--- src/design/tip_pkg.sv ---
// Purpose: Constants shared by the tunnel information header parser
// Assumes: Byte-wide tunnel payload stream, header fields sent MSB first
// Notes:   Header is 12 bytes, 16 with the timestamp
package tip_pkg;
  localparam int          HDR_BASE_BYTES  = 12;
  localparam int          HDR_TS_BYTES    = 4;
  // Byte offsets of fields within the header
  localparam logic [3:0]  OFS_ADDR        = 4'h0;
  localparam logic [3:0]  OFS_PORT        = 4'h4;
  localparam logic [3:0]  OFS_LEN         = 4'h6;
  localparam logic [3:0]  OFS_GROUP       = 4'h8;
  localparam logic [3:0]  OFS_CAT         = 4'hA;
  localparam logic [3:0]  OFS_FLAGS       = 4'hB;
  localparam logic [3:0]  OFS_LAST_BASE   = 4'hB;
  localparam logic [3:0]  OFS_LAST_TS     = 4'hF;
  // Bit positions in the flags byte
  localparam int          BIT_RAP         = 7;
  localparam int          BIT_TS          = 6;
  localparam int          BIT_WAKE_HI     = 5;
  localparam int          BIT_WAKE_LO     = 4;
  // Category codes
  localparam logic [7:0]  CAT_WAKE_LO     = 8'h01;
  localparam logic [7:0]  CAT_WAKE_HI     = 8'h05;
  localparam logic [7:0]  CAT_SIG_LO      = 8'h01;
  localparam logic [7:0]  CAT_SIG_HI      = 8'h06;
  localparam logic [7:0]  CAT_SIG_MULTI   = 8'h0E;
  localparam logic [7:0]  CAT_SIG_USER    = 8'h0F;
  localparam logic [7:0]  CAT_AUDIO_LO    = 8'h80;
  localparam logic [7:0]  CAT_AUDIO_HI    = 8'h81;
  localparam logic [7:0]  CAT_DATA_LO     = 8'hC0;
  localparam logic [7:0]  CAT_DATA_HI     = 8'hC3;
  localparam logic [7:0]  CAT_UNSPEC      = 8'hFF;
  // Reset values
  localparam logic [15:0] RST_PIPE        = 16'h0000;

  typedef enum logic [3:0]
  {
    ST_HDR  = 4'b0001,
    ST_TS   = 4'b0010,
    ST_BODY = 4'b0100,
    ST_SKIP = 4'b1000
  } tip_state_type;
endpackage

--- src/design/tip_fifo.sv ---
// Purpose: Flip-flop FIFO with valid/ready on both sides
// Assumes: Depth is a power of two
// Notes:   Registered outputs; holds data until the drain side takes it
`timescale 1ns/1ps
`default_nettype none
module tip_fifo
  import tip_pkg::*;
#(
  parameter int WIDTH = 8,
  parameter int DEPTH = 32
)
(
  // Clock and reset
  input  wire logic             core_clk,
  input  wire logic             rstn,
  // Fill side
  input  wire logic [WIDTH-1:0] inData,
  input  wire logic             inValid,
  output logic                  inReady,
  // Drain side
  output logic      [WIDTH-1:0] outData,
  output logic                  outValid,
  input  wire logic             outReady
);
  localparam int AW = $clog2(DEPTH);
  initial
  begin
    if (DEPTH < 2 || (1 << AW) != DEPTH || WIDTH < 1)
      $error("tip_fifo: bad WIDTH or DEPTH");
  end

  // ==========================================================
  // Storage and pointers
  logic [WIDTH-1:0] mem_r [DEPTH];
  logic [WIDTH-1:0] mem_nxt [DEPTH];
  logic [AW-1:0]    wrPtr_r, wrPtr_nxt, rdPtr_r, rdPtr_nxt;
  logic [AW:0]      count_r, count_nxt;
  logic             push, pop;

  assign inReady  = (count_r != (AW+1)'(DEPTH));
  assign outValid = (count_r != '0);
  assign outData  = mem_r[rdPtr_r];
  assign push     = inValid && inReady;
  assign pop      = outValid && outReady;

  always_comb
  begin
    mem_nxt   = mem_r;
    wrPtr_nxt = wrPtr_r;
    rdPtr_nxt = rdPtr_r;
    count_nxt = count_r;
    if (push)
    begin
      mem_nxt[wrPtr_r] = inData;
      wrPtr_nxt        = wrPtr_r + 1'b1;
    end
    if (pop)
      rdPtr_nxt = rdPtr_r + 1'b1;
    if (push && !pop)
      count_nxt = count_r + 1'b1;
    else if (pop && !push)
      count_nxt = count_r - 1'b1;
  end

  always_ff @(posedge core_clk)
  begin
    mem_r <= mem_nxt;
    if (!rstn)
    begin
      wrPtr_r <= '0;
      rdPtr_r <= '0;
      count_r <= '0;
    end
    else
    begin
      wrPtr_r <= wrPtr_nxt;
      rdPtr_r <= rdPtr_nxt;
      count_r <= count_nxt;
    end
  end
endmodule
`default_nettype wire

--- src/design/tip_parser.sv ---
// Purpose: Parses tunnel information headers and routes inner packets to pipes
// Assumes: Byte stream of tunnel payloads, header at every packet start
// Notes:   Header bytes are consumed, only inner packet bytes are forwarded
//
// Overview of operation
// An information header precedes every inner packet starting in the payload.
// Header: address 32, port 16, length 16, group 16, category 8, flags, reserved.
// Wakeup bits meaningful for categories 1 to 5, otherwise ignored.
// Timestamp-present flag adds a 32-bit timestamp after the reserved bits.
// Length counts all inner packet bytes, even across tunnel payloads.
// Address, port and group together map each inner packet to a stream; the lookup here matches address and port only, not group.
// Sender copies inner destination address and port into the header.
// Sender puts signalling group or service identifier in the group field.
// Category codes: signalling 1-6,14,15; audio 128,129; data 192-195.
// Category 255 is unspecified yet still routed by address and port.
// Sender sets random-access flag on packets carrying random-access data.
// Inner packet and header are separated from the tunnel before forwarding.
// The header is dropped and never forwarded.
// Inner packet bytes pass unaltered; routing uses header fields only.
// Matching address and port select that entry's configured pipe.
// No matching entry selects the fallback pipe.
// Length-field bytes are counted as the packet across payload boundaries.
// Multi-bit fields arrive most significant bit first.
`timescale 1ns/1ps
`default_nettype none
module tip_parser
  import tip_pkg::*;
#(
  parameter int ENTRIES = 4,
  parameter int DEPTH   = 32
)
(
  // Clock and reset
  input  wire logic                 core_clk,
  input  wire logic                 rstn,
  // Stream map configuration
  input  wire logic [ENTRIES-1:0]   mapValid,
  input  wire logic [32*ENTRIES-1:0] mapAddr,
  input  wire logic [16*ENTRIES-1:0] mapPort,
  input  wire logic [16*ENTRIES-1:0] mapPipe,
  input  wire logic [15:0]          fallbackPipeId,
  // Tunnel payload input
  input  wire logic [7:0]           tunData,
  input  wire logic                 tunValid,
  input  wire logic                 tunFirst,
  output logic                      tunReady,
  // Routed inner packet output
  output logic [7:0]                pipeData,
  output logic                      pipeValid,
  input  wire logic                 pipeReady,
  output logic [15:0]               pipeId_r,
  output logic                      pipeStart_r,
  output logic [7:0]                category_r,
  output logic                      randAccess_r,
  output logic [1:0]                wakeup_r,
  output logic                      tsPresent_r,
  output logic [31:0]               timestamp_r,
  output logic [15:0]               group_r,
  output logic                      catKnown_r
);
  initial
  begin
    if (ENTRIES < 1 || ENTRIES > 64)
      $error("tip_parser: bad ENTRIES");
  end

  function automatic logic isKnownCat(input logic [7:0] c);
    isKnownCat = (c >= CAT_SIG_LO && c <= CAT_SIG_HI) || c == CAT_SIG_MULTI || c == CAT_SIG_USER
              || (c >= CAT_AUDIO_LO && c <= CAT_AUDIO_HI)
              || (c >= CAT_DATA_LO && c <= CAT_DATA_HI) || c == CAT_UNSPEC;
  endfunction

  function automatic logic isWakeCat(input logic [7:0] c);
    isWakeCat = (c >= CAT_WAKE_LO && c <= CAT_WAKE_HI);
  endfunction

  // ==========================================================
  // Header parse state
  tip_state_type state_r, state_nxt;
  logic [3:0]    idx_r, idx_nxt;
  logic [31:0]   addr_r, addr_nxt;
  logic [15:0]   port_r, port_nxt;
  logic [15:0]   len_r, len_nxt;
  logic [15:0]   grp_nxt, pipe_nxt;
  logic [7:0]    cat_nxt;
  logic          rap_nxt, tsf_nxt, start_nxt, known_nxt;
  logic [1:0]    wake_nxt;
  logic [31:0]   ts_nxt;
  logic          fifoInReady, take, hdrDone;
  logic [3:0]    hdrIdx;
  logic [15:0]   lookupPipe;

  // Stream map lookup, lowest entry wins
  always_comb
  begin
    lookupPipe = fallbackPipeId;
    for (int i = ENTRIES - 1; i >= 0; i--)
    begin
      if (mapValid[i] && mapAddr[32*i +: 32] == addr_r && mapPort[16*i +: 16] == port_r)
        lookupPipe = mapPipe[16*i +: 16];
    end
  end

  // Body bytes wait for FIFO space, header bytes never do
  assign tunReady = (state_r == ST_BODY) ? fifoInReady : 1'b1;
  assign take     = tunValid && tunReady;
  // A payload start inside a header restarts it at byte 0
  assign hdrIdx   = tunFirst ? 4'h0 : idx_r;
  assign hdrDone  = (state_r == ST_HDR && hdrIdx == OFS_LAST_BASE && !tunData[BIT_TS])
                 || (state_r == ST_TS && hdrIdx == OFS_LAST_TS);

  always_comb
  begin
    state_nxt = state_r;
    idx_nxt   = idx_r;
    addr_nxt  = addr_r;
    port_nxt  = port_r;
    len_nxt   = len_r;
    grp_nxt   = group_r;
    cat_nxt   = category_r;
    rap_nxt   = randAccess_r;
    tsf_nxt   = tsPresent_r;
    wake_nxt  = wakeup_r;
    ts_nxt    = timestamp_r;
    pipe_nxt  = pipeId_r;
    known_nxt = catKnown_r;
    start_nxt = pipeStart_r && !(pipeValid && pipeReady);
    if (take)
    begin
      case (state_r)
        ST_HDR, ST_TS:
        begin
          if (tunFirst)
            state_nxt = ST_HDR;
          idx_nxt = hdrIdx + 4'h1;
          if (hdrIdx < OFS_PORT)
            addr_nxt = {addr_r[23:0], tunData};
          else if (hdrIdx < OFS_LEN)
            port_nxt = {port_r[7:0], tunData};
          else if (hdrIdx < OFS_GROUP)
            len_nxt = {len_r[7:0], tunData};
          else if (hdrIdx < OFS_CAT)
            grp_nxt = {group_r[7:0], tunData};
          else if (hdrIdx == OFS_CAT)
          begin
            cat_nxt   = tunData;
            known_nxt = isKnownCat(tunData);
            if (!isWakeCat(tunData))
              wake_nxt = 2'b00;
          end
          else if (hdrIdx == OFS_FLAGS)
          begin
            rap_nxt   = tunData[BIT_RAP];
            tsf_nxt   = tunData[BIT_TS];
            if (isWakeCat(category_r))
              wake_nxt = tunData[BIT_WAKE_HI:BIT_WAKE_LO];
            else
              wake_nxt = 2'b00;
            if (tunData[BIT_TS])
              state_nxt = ST_TS;
          end
          else
            ts_nxt = {timestamp_r[23:0], tunData};
          if (hdrDone)
          begin
            idx_nxt   = '0;
            pipe_nxt  = lookupPipe;
            start_nxt = 1'b1;
            state_nxt = (len_r == '0) ? ST_HDR : ST_BODY;
          end
        end
        ST_BODY:
        begin
          len_nxt = len_r - 1'b1;
          if (len_r == 16'h0001)
            state_nxt = ST_HDR;
        end
        default:
        begin
          state_nxt = ST_HDR;
          idx_nxt   = '0;
        end
      endcase
    end
  end

  always_ff @(posedge core_clk)
  begin
    if (!rstn)
    begin
      state_r      <= ST_HDR;
      idx_r        <= '0;
      addr_r       <= '0;
      port_r       <= '0;
      len_r        <= '0;
      group_r      <= '0;
      category_r   <= '0;
      randAccess_r <= 1'b0;
      tsPresent_r  <= 1'b0;
      wakeup_r     <= 2'b00;
      timestamp_r  <= '0;
      pipeId_r     <= RST_PIPE;
      pipeStart_r  <= 1'b0;
      catKnown_r   <= 1'b0;
    end
    else
    begin
      state_r      <= state_nxt;
      idx_r        <= idx_nxt;
      addr_r       <= addr_nxt;
      port_r       <= port_nxt;
      len_r        <= len_nxt;
      group_r      <= grp_nxt;
      category_r   <= cat_nxt;
      randAccess_r <= rap_nxt;
      tsPresent_r  <= tsf_nxt;
      wakeup_r     <= wake_nxt;
      timestamp_r  <= ts_nxt;
      pipeId_r     <= pipe_nxt;
      pipeStart_r  <= start_nxt;
      catKnown_r   <= known_nxt;
    end
  end

  // ==========================================================
  // Inner packet bytes pass through the FIFO unaltered
  tip_fifo #(
    .WIDTH (8),
    .DEPTH (DEPTH)
  ) uFifo (
    .core_clk (core_clk),
    .rstn     (rstn),
    .inData   (tunData),
    .inValid  (tunValid && state_r == ST_BODY),
    .inReady  (fifoInReady),
    .outData  (pipeData),
    .outValid (pipeValid),
    .outReady (pipeReady)
  );
endmodule
`default_nettype wire

--- config.mk ---
export PLATFORM = sky130hd
export DESIGN_NAME = tip_parser
export DESIGN_NICKNAME = d
export VERILOG_FILES = /design/src/design/tip_pkg.sv /design/src/design/tip_fifo.sv /design/src/design/tip_parser.sv
export SDC_FILE = /design/constraint.sdc
export NUM_CORES = 1
export LEC_CHECK = 0
export BUFFER_PORTS_ARGS = -buffer_cell sky130_fd_sc_hd__buf_2
export CAP_MARGIN = 40
export CORE_MARGIN = 3
export CORE_UTILIZATION = 56
export CTS_CLUSTER_DIAMETER = 30
export CTS_CLUSTER_SIZE = 25
export DETAILED_ROUTE_END_ITERATION = 10
export HOLD_SLACK_MARGIN = 0.02
export PLACE_DENSITY = 0.8
export SYNTH_ARGS = -nofsm -noshare
export SYNTH_HDL_FRONTEND = slang
export SYNTH_SLANG_ARGS = --single-unit
--- constraint.sdc ---
create_clock -name core_clk -period 3.73 [get_ports core_clk]
set_clock_uncertainty 0.15 [all_clocks]
set_input_delay 0 -clock core_clk [delete_from_list [all_inputs] [get_ports core_clk]]
set_output_delay 0 -clock core_clk [all_outputs]
set_load 0.02 [all_outputs]
==> results.txt <==
----------------------------------------------------
[Pwr]
  Max rail drop VDD ... 0.482 mV
  LEAKAGE ... 10.1 nW
  Net Sw Power ... 0.00293 W
  Combinational cell fraction of total power ... 4.4%
  Pwr/cell area ... 503 nW/µm²
  Sequential share of power ... 38.4%
  Total Power ... 0.0130 W
  Clock group share of total power ... 57.1%
  P_int ... 0.0101 W
  Fraction of power spent switching nets ... 22.6%

[STA]
  Final Worst Setup Slack ... 0.0412 ns
  Time the worst path needs with I/O delays and setup ... 3.69 ns
  Sum of negative setup slack ... 0 ns
  Max Clock Freq ... 271 MHz
  Worst hold slack after final layout ... 0.193 ns
  Unrepaired setup endpoints after global routing ... false
  Setup violations, final ... 0
  Number of pins exceeding their max-slew limit in the final report ... 0
  Slew @ Worst Pin ... 0.958 ns
  Share of the clock period used by the worst path after layout ... 98.9%
  Slew HR ... 36.2%
  Hold Violations, Final ... 0

[Synthesis]
  Yosys warns ... 0
  Sequential cell area fraction in the yosys report ... 54.7%
  Largest family of logic cells by synthesized area ... multiplexers
  Arithmetic-cell share of the synthesized area counting full adders, half adders and majority gates ... 0.969%
  Synth Area in Compound Gates ... 6.78%
  Number of register bits inferred by synthesis ... 422
  Share of flip-flops with an asynchronous set or reset after synthesis ... 0%
  Mux contribution to synthesized area ... 13.7%
  Predominant post-synthesis flop cell ... edfxtp_1
  Post-synthesis instance area ... 20100 µm²
  Number of distinct library cells after synthesis ... 71
  Cell count after synthesis ... 1656
  Average size of a mapped cell ... 12.2 µm²
  Post-synth EDFFs ... 256
  Nets in the synthesized netlist ... 1960
  Synthesized-area fraction occupied by xor and xnor cells ... 8.17%
  Area share of and/or/nand/nor cells after synthesis ... 11.8%

[CTS]
  TritonCTS clock tree ... built
  Number of clock sinks seen by CTS ... 422
  Htree depth ... 3
  Insertion delay to the later sink of the worst-skew pair ... 0.60 ns
  Postcts setup bufs ... 0
  Clock transition at the registers of the reported paths ... 0.05 ns
  Clock root buffer ... clkbuf_16
  Max Buffers Root-to-Sink ... 3
  Clock buffer count from CTS ... 81

[Finish]
  Most common cell after layout, fill and taps aside ... buf_2
  Post-route insts no fill ... 2614
  Layout Nets ... 2390
  # fillers ... 2270
  Most frequent cells in the layout ... 376 x buf_2, 256 x edfxtp_1, 173 x nor2_1
  Area taken by flip-flops and latches ... 11000 µm²
  Multi-input gate area ... 8400 µm²
  Fraction of final layout cells sized beyond drive strength 1 ... 32.5%
  Area grow syn2layout ... 28.1%

[Floorplan]
  Initial standard-cell utilization of the core ... 57.6%
  Count of boundary I/O pins ... 377
  Height of the chip ... 196 µm
  Die Width ... 196 µm
  Die footprint ... 38300 µm²
  Number of rows created at floorplan ... 68
  Placeable core area ... 35000 µm²

[Place]
  Placer's final routability congestion estimate ... 1.03
  Placement Setup Slack ... 0.0175 ns
  Dpl hpwl ... 45000 µm
  Placed cell count ... 2412
  Number of I/O port buffers ... 376

[Run status]
  Run status ... finished clean

[Route]
  Routed length on met2 ... 32100 µm
  Highest metal layer with signal wires ... met5
  DR vias ... 16074
  Total detailed-routing wirelength ... 66600 µm
  DRT antenna net count ... 0
  Vias per cell ... 6.15
  Routed length on met3 ... 6400 µm
  Detailed Routing Iterations Pass 1 ... 6
  Drt drc ... 0
  Mean routed wirelength per cell ... 25.5 µm
  Metal1 wirelength ... 25900 µm
  Detailed Route Iter0 Violations ... 1721

[Flow run]
  Max-capacitance violation count ... 0

[Hold path]
  Type of the most critical hold path ... in -> reg

[Global route]
  Number of antenna violations at the first check in global routing ... 9
  Pin count of the biggest net entering global routing ... 85
  Congestion Overflow GR ... 0
  Combined global-route utilization of all metal layers ... 34.2%
  Global-route wire length before repair ... 99600 µm
  Via count of the first global-routing pass ... 16251

[Critical path]
  Type of origin of the critical path ... flip-flop
  Data arrival time of the worst path ... 4.06 ns
  Peak fanout along the critical path ... 16
  Critical path cell sequence ... xor2_1 -> nor4_1 -> nand4_1 -> or4_1 -> buf_4 -> mux2i_1 -> a211o_1 -> a31oi_1 -> dlygate4sd3_1
  Endpoint required time on the critical path ... 4.10 ns
  Class of the most critical setup path ... reg -> reg
  Category of the worst setup path capture point ... flip-flop
  Max stage delay cell, worst path ... or4_1
  Largest stage delay on the critical path ... 0.60 ns

----------------------------------------------------
-- power groups by stage --
stage | Combinational (W) | Clock [W] | Sequential, W
2_1_floorplan | 0.000241 | 0 | 0.00505
3_3_place_gp | 0.000525 | 0 | 0.00508
3_5_place_dp | 0.000535 | 0 | 0.00508
4_1_cts | 0.000563 | 0.00747 | 0.00499
5_1_grt | 0.000611 | 0.00770 | 0.00499
6_report | 0.000577 | 0.00742 | 0.00499
-- timing repair --
action                     CTS  global route
setup endpoints to repair    0            17
hold buffers                45             0
hold endpoints to repair   332             0
gates resized for setup      0             7
-- layer usage --
metal / track usage [%] / vias up
met5: 0 / -
met1: 46.0 / 7944
met2: 55.1 / 974
met3: 8.45 / 160
met4: 11.4 / 8
li1: - / 6988
-- cell usage after synthesis, types with 25 or more instances --
| cell | n | area share [%] |
|---|---|---|
| dfxtp_1 | 166 | 16 |
| a21oi_1 | 74 | 1.8 |
| edfxtp_1 | 256 | 38 |
| xor2_1 | 124 | 5.4 |
| nor2_1 | 173 | 3.2 |
| nand2_1 | 128 | 2.4 |
| nand4_1 | 25 | 0.78 |
| buf_2 | 41 | 1.0 |
| mux2i_1 | 86 | 4.3 |
| xnor2_1 | 64 | 2.8 |
| clkbuf_1 | 69 | 1.3 |
| nor4_1 | 41 | 1.3 |
| mux4_2 | 80 | 8.9 |
-- per-stage QoR --
stage	cell area [µm²]	util, %
global placement	22400	64.1
detailed placement	22500	64.3
global route	25800	73.8
floorplan	20100	-
CTS	25700	73.6
finish	25800	73.8
-- area by class of cell --
class | count | share of cell area [%]
Sequential cell | 422 | 42.7
Multi-Input combinational cell | 1074 | 32.6
Timing Repair Buffer | 482 | 11.2
Clock buffer | 92 | 8.38
Clock inverter | 57 | 2.51
Tap cell | 455 | 2.21
Inverter | 25 | 0.373
Antenna cell | 7 | 0.0679
-- cells by family after synthesis --
group                      count (synthesis)
adders and majority gates                 15
AOI/OAI and AO/OA                        206
and+or+nand+nor                          491
xor gates and xnor gates                 188
muxes                                    174
DFF                                      422
buffers and inverters                    160
-- flip-flops by register name (all words and copies together) (netlist names), 5 cells and up --
name	flops
uFifo.mem_r	256
uFifo.count_r	6
port_r	16
pipeId_r	16
category_r	8
len_r	16
timestamp_r	32
uFifo.wrPtr_r	5
addr_r	32
group_r	16
uFifo.rdPtr_r	5
-- path summary, 6_finish.rpt --
path	cells after the start	slack, ns	start	endpoint
hold reg to reg	2	0.31	timestamp_r[24]	timestamp_r[24]
setup reg to reg	9	0.04	addr_r[23]	pipeId_r[2]
hold / removal	5	0.19	mapPipe[10]	pipeId_r[10]
setup / recovery	9	0.04	addr_r[23]	pipeId_r[2]
-- worst max-delay path: cells and delay by family, from the launching register on --
| kind | cells | cell delay (ns) |
|---|---|---|
| compound gates | 2 | 0.50 |
| xor+xnor | 1 | 0.12 |
| buf+inv | 2 | 0.84 |
| flops | 1 | 0.59 |
| mux | 1 | 0.15 |
| simple gates | 3 | 1.26 |
(Power assumes the default switching activity.)
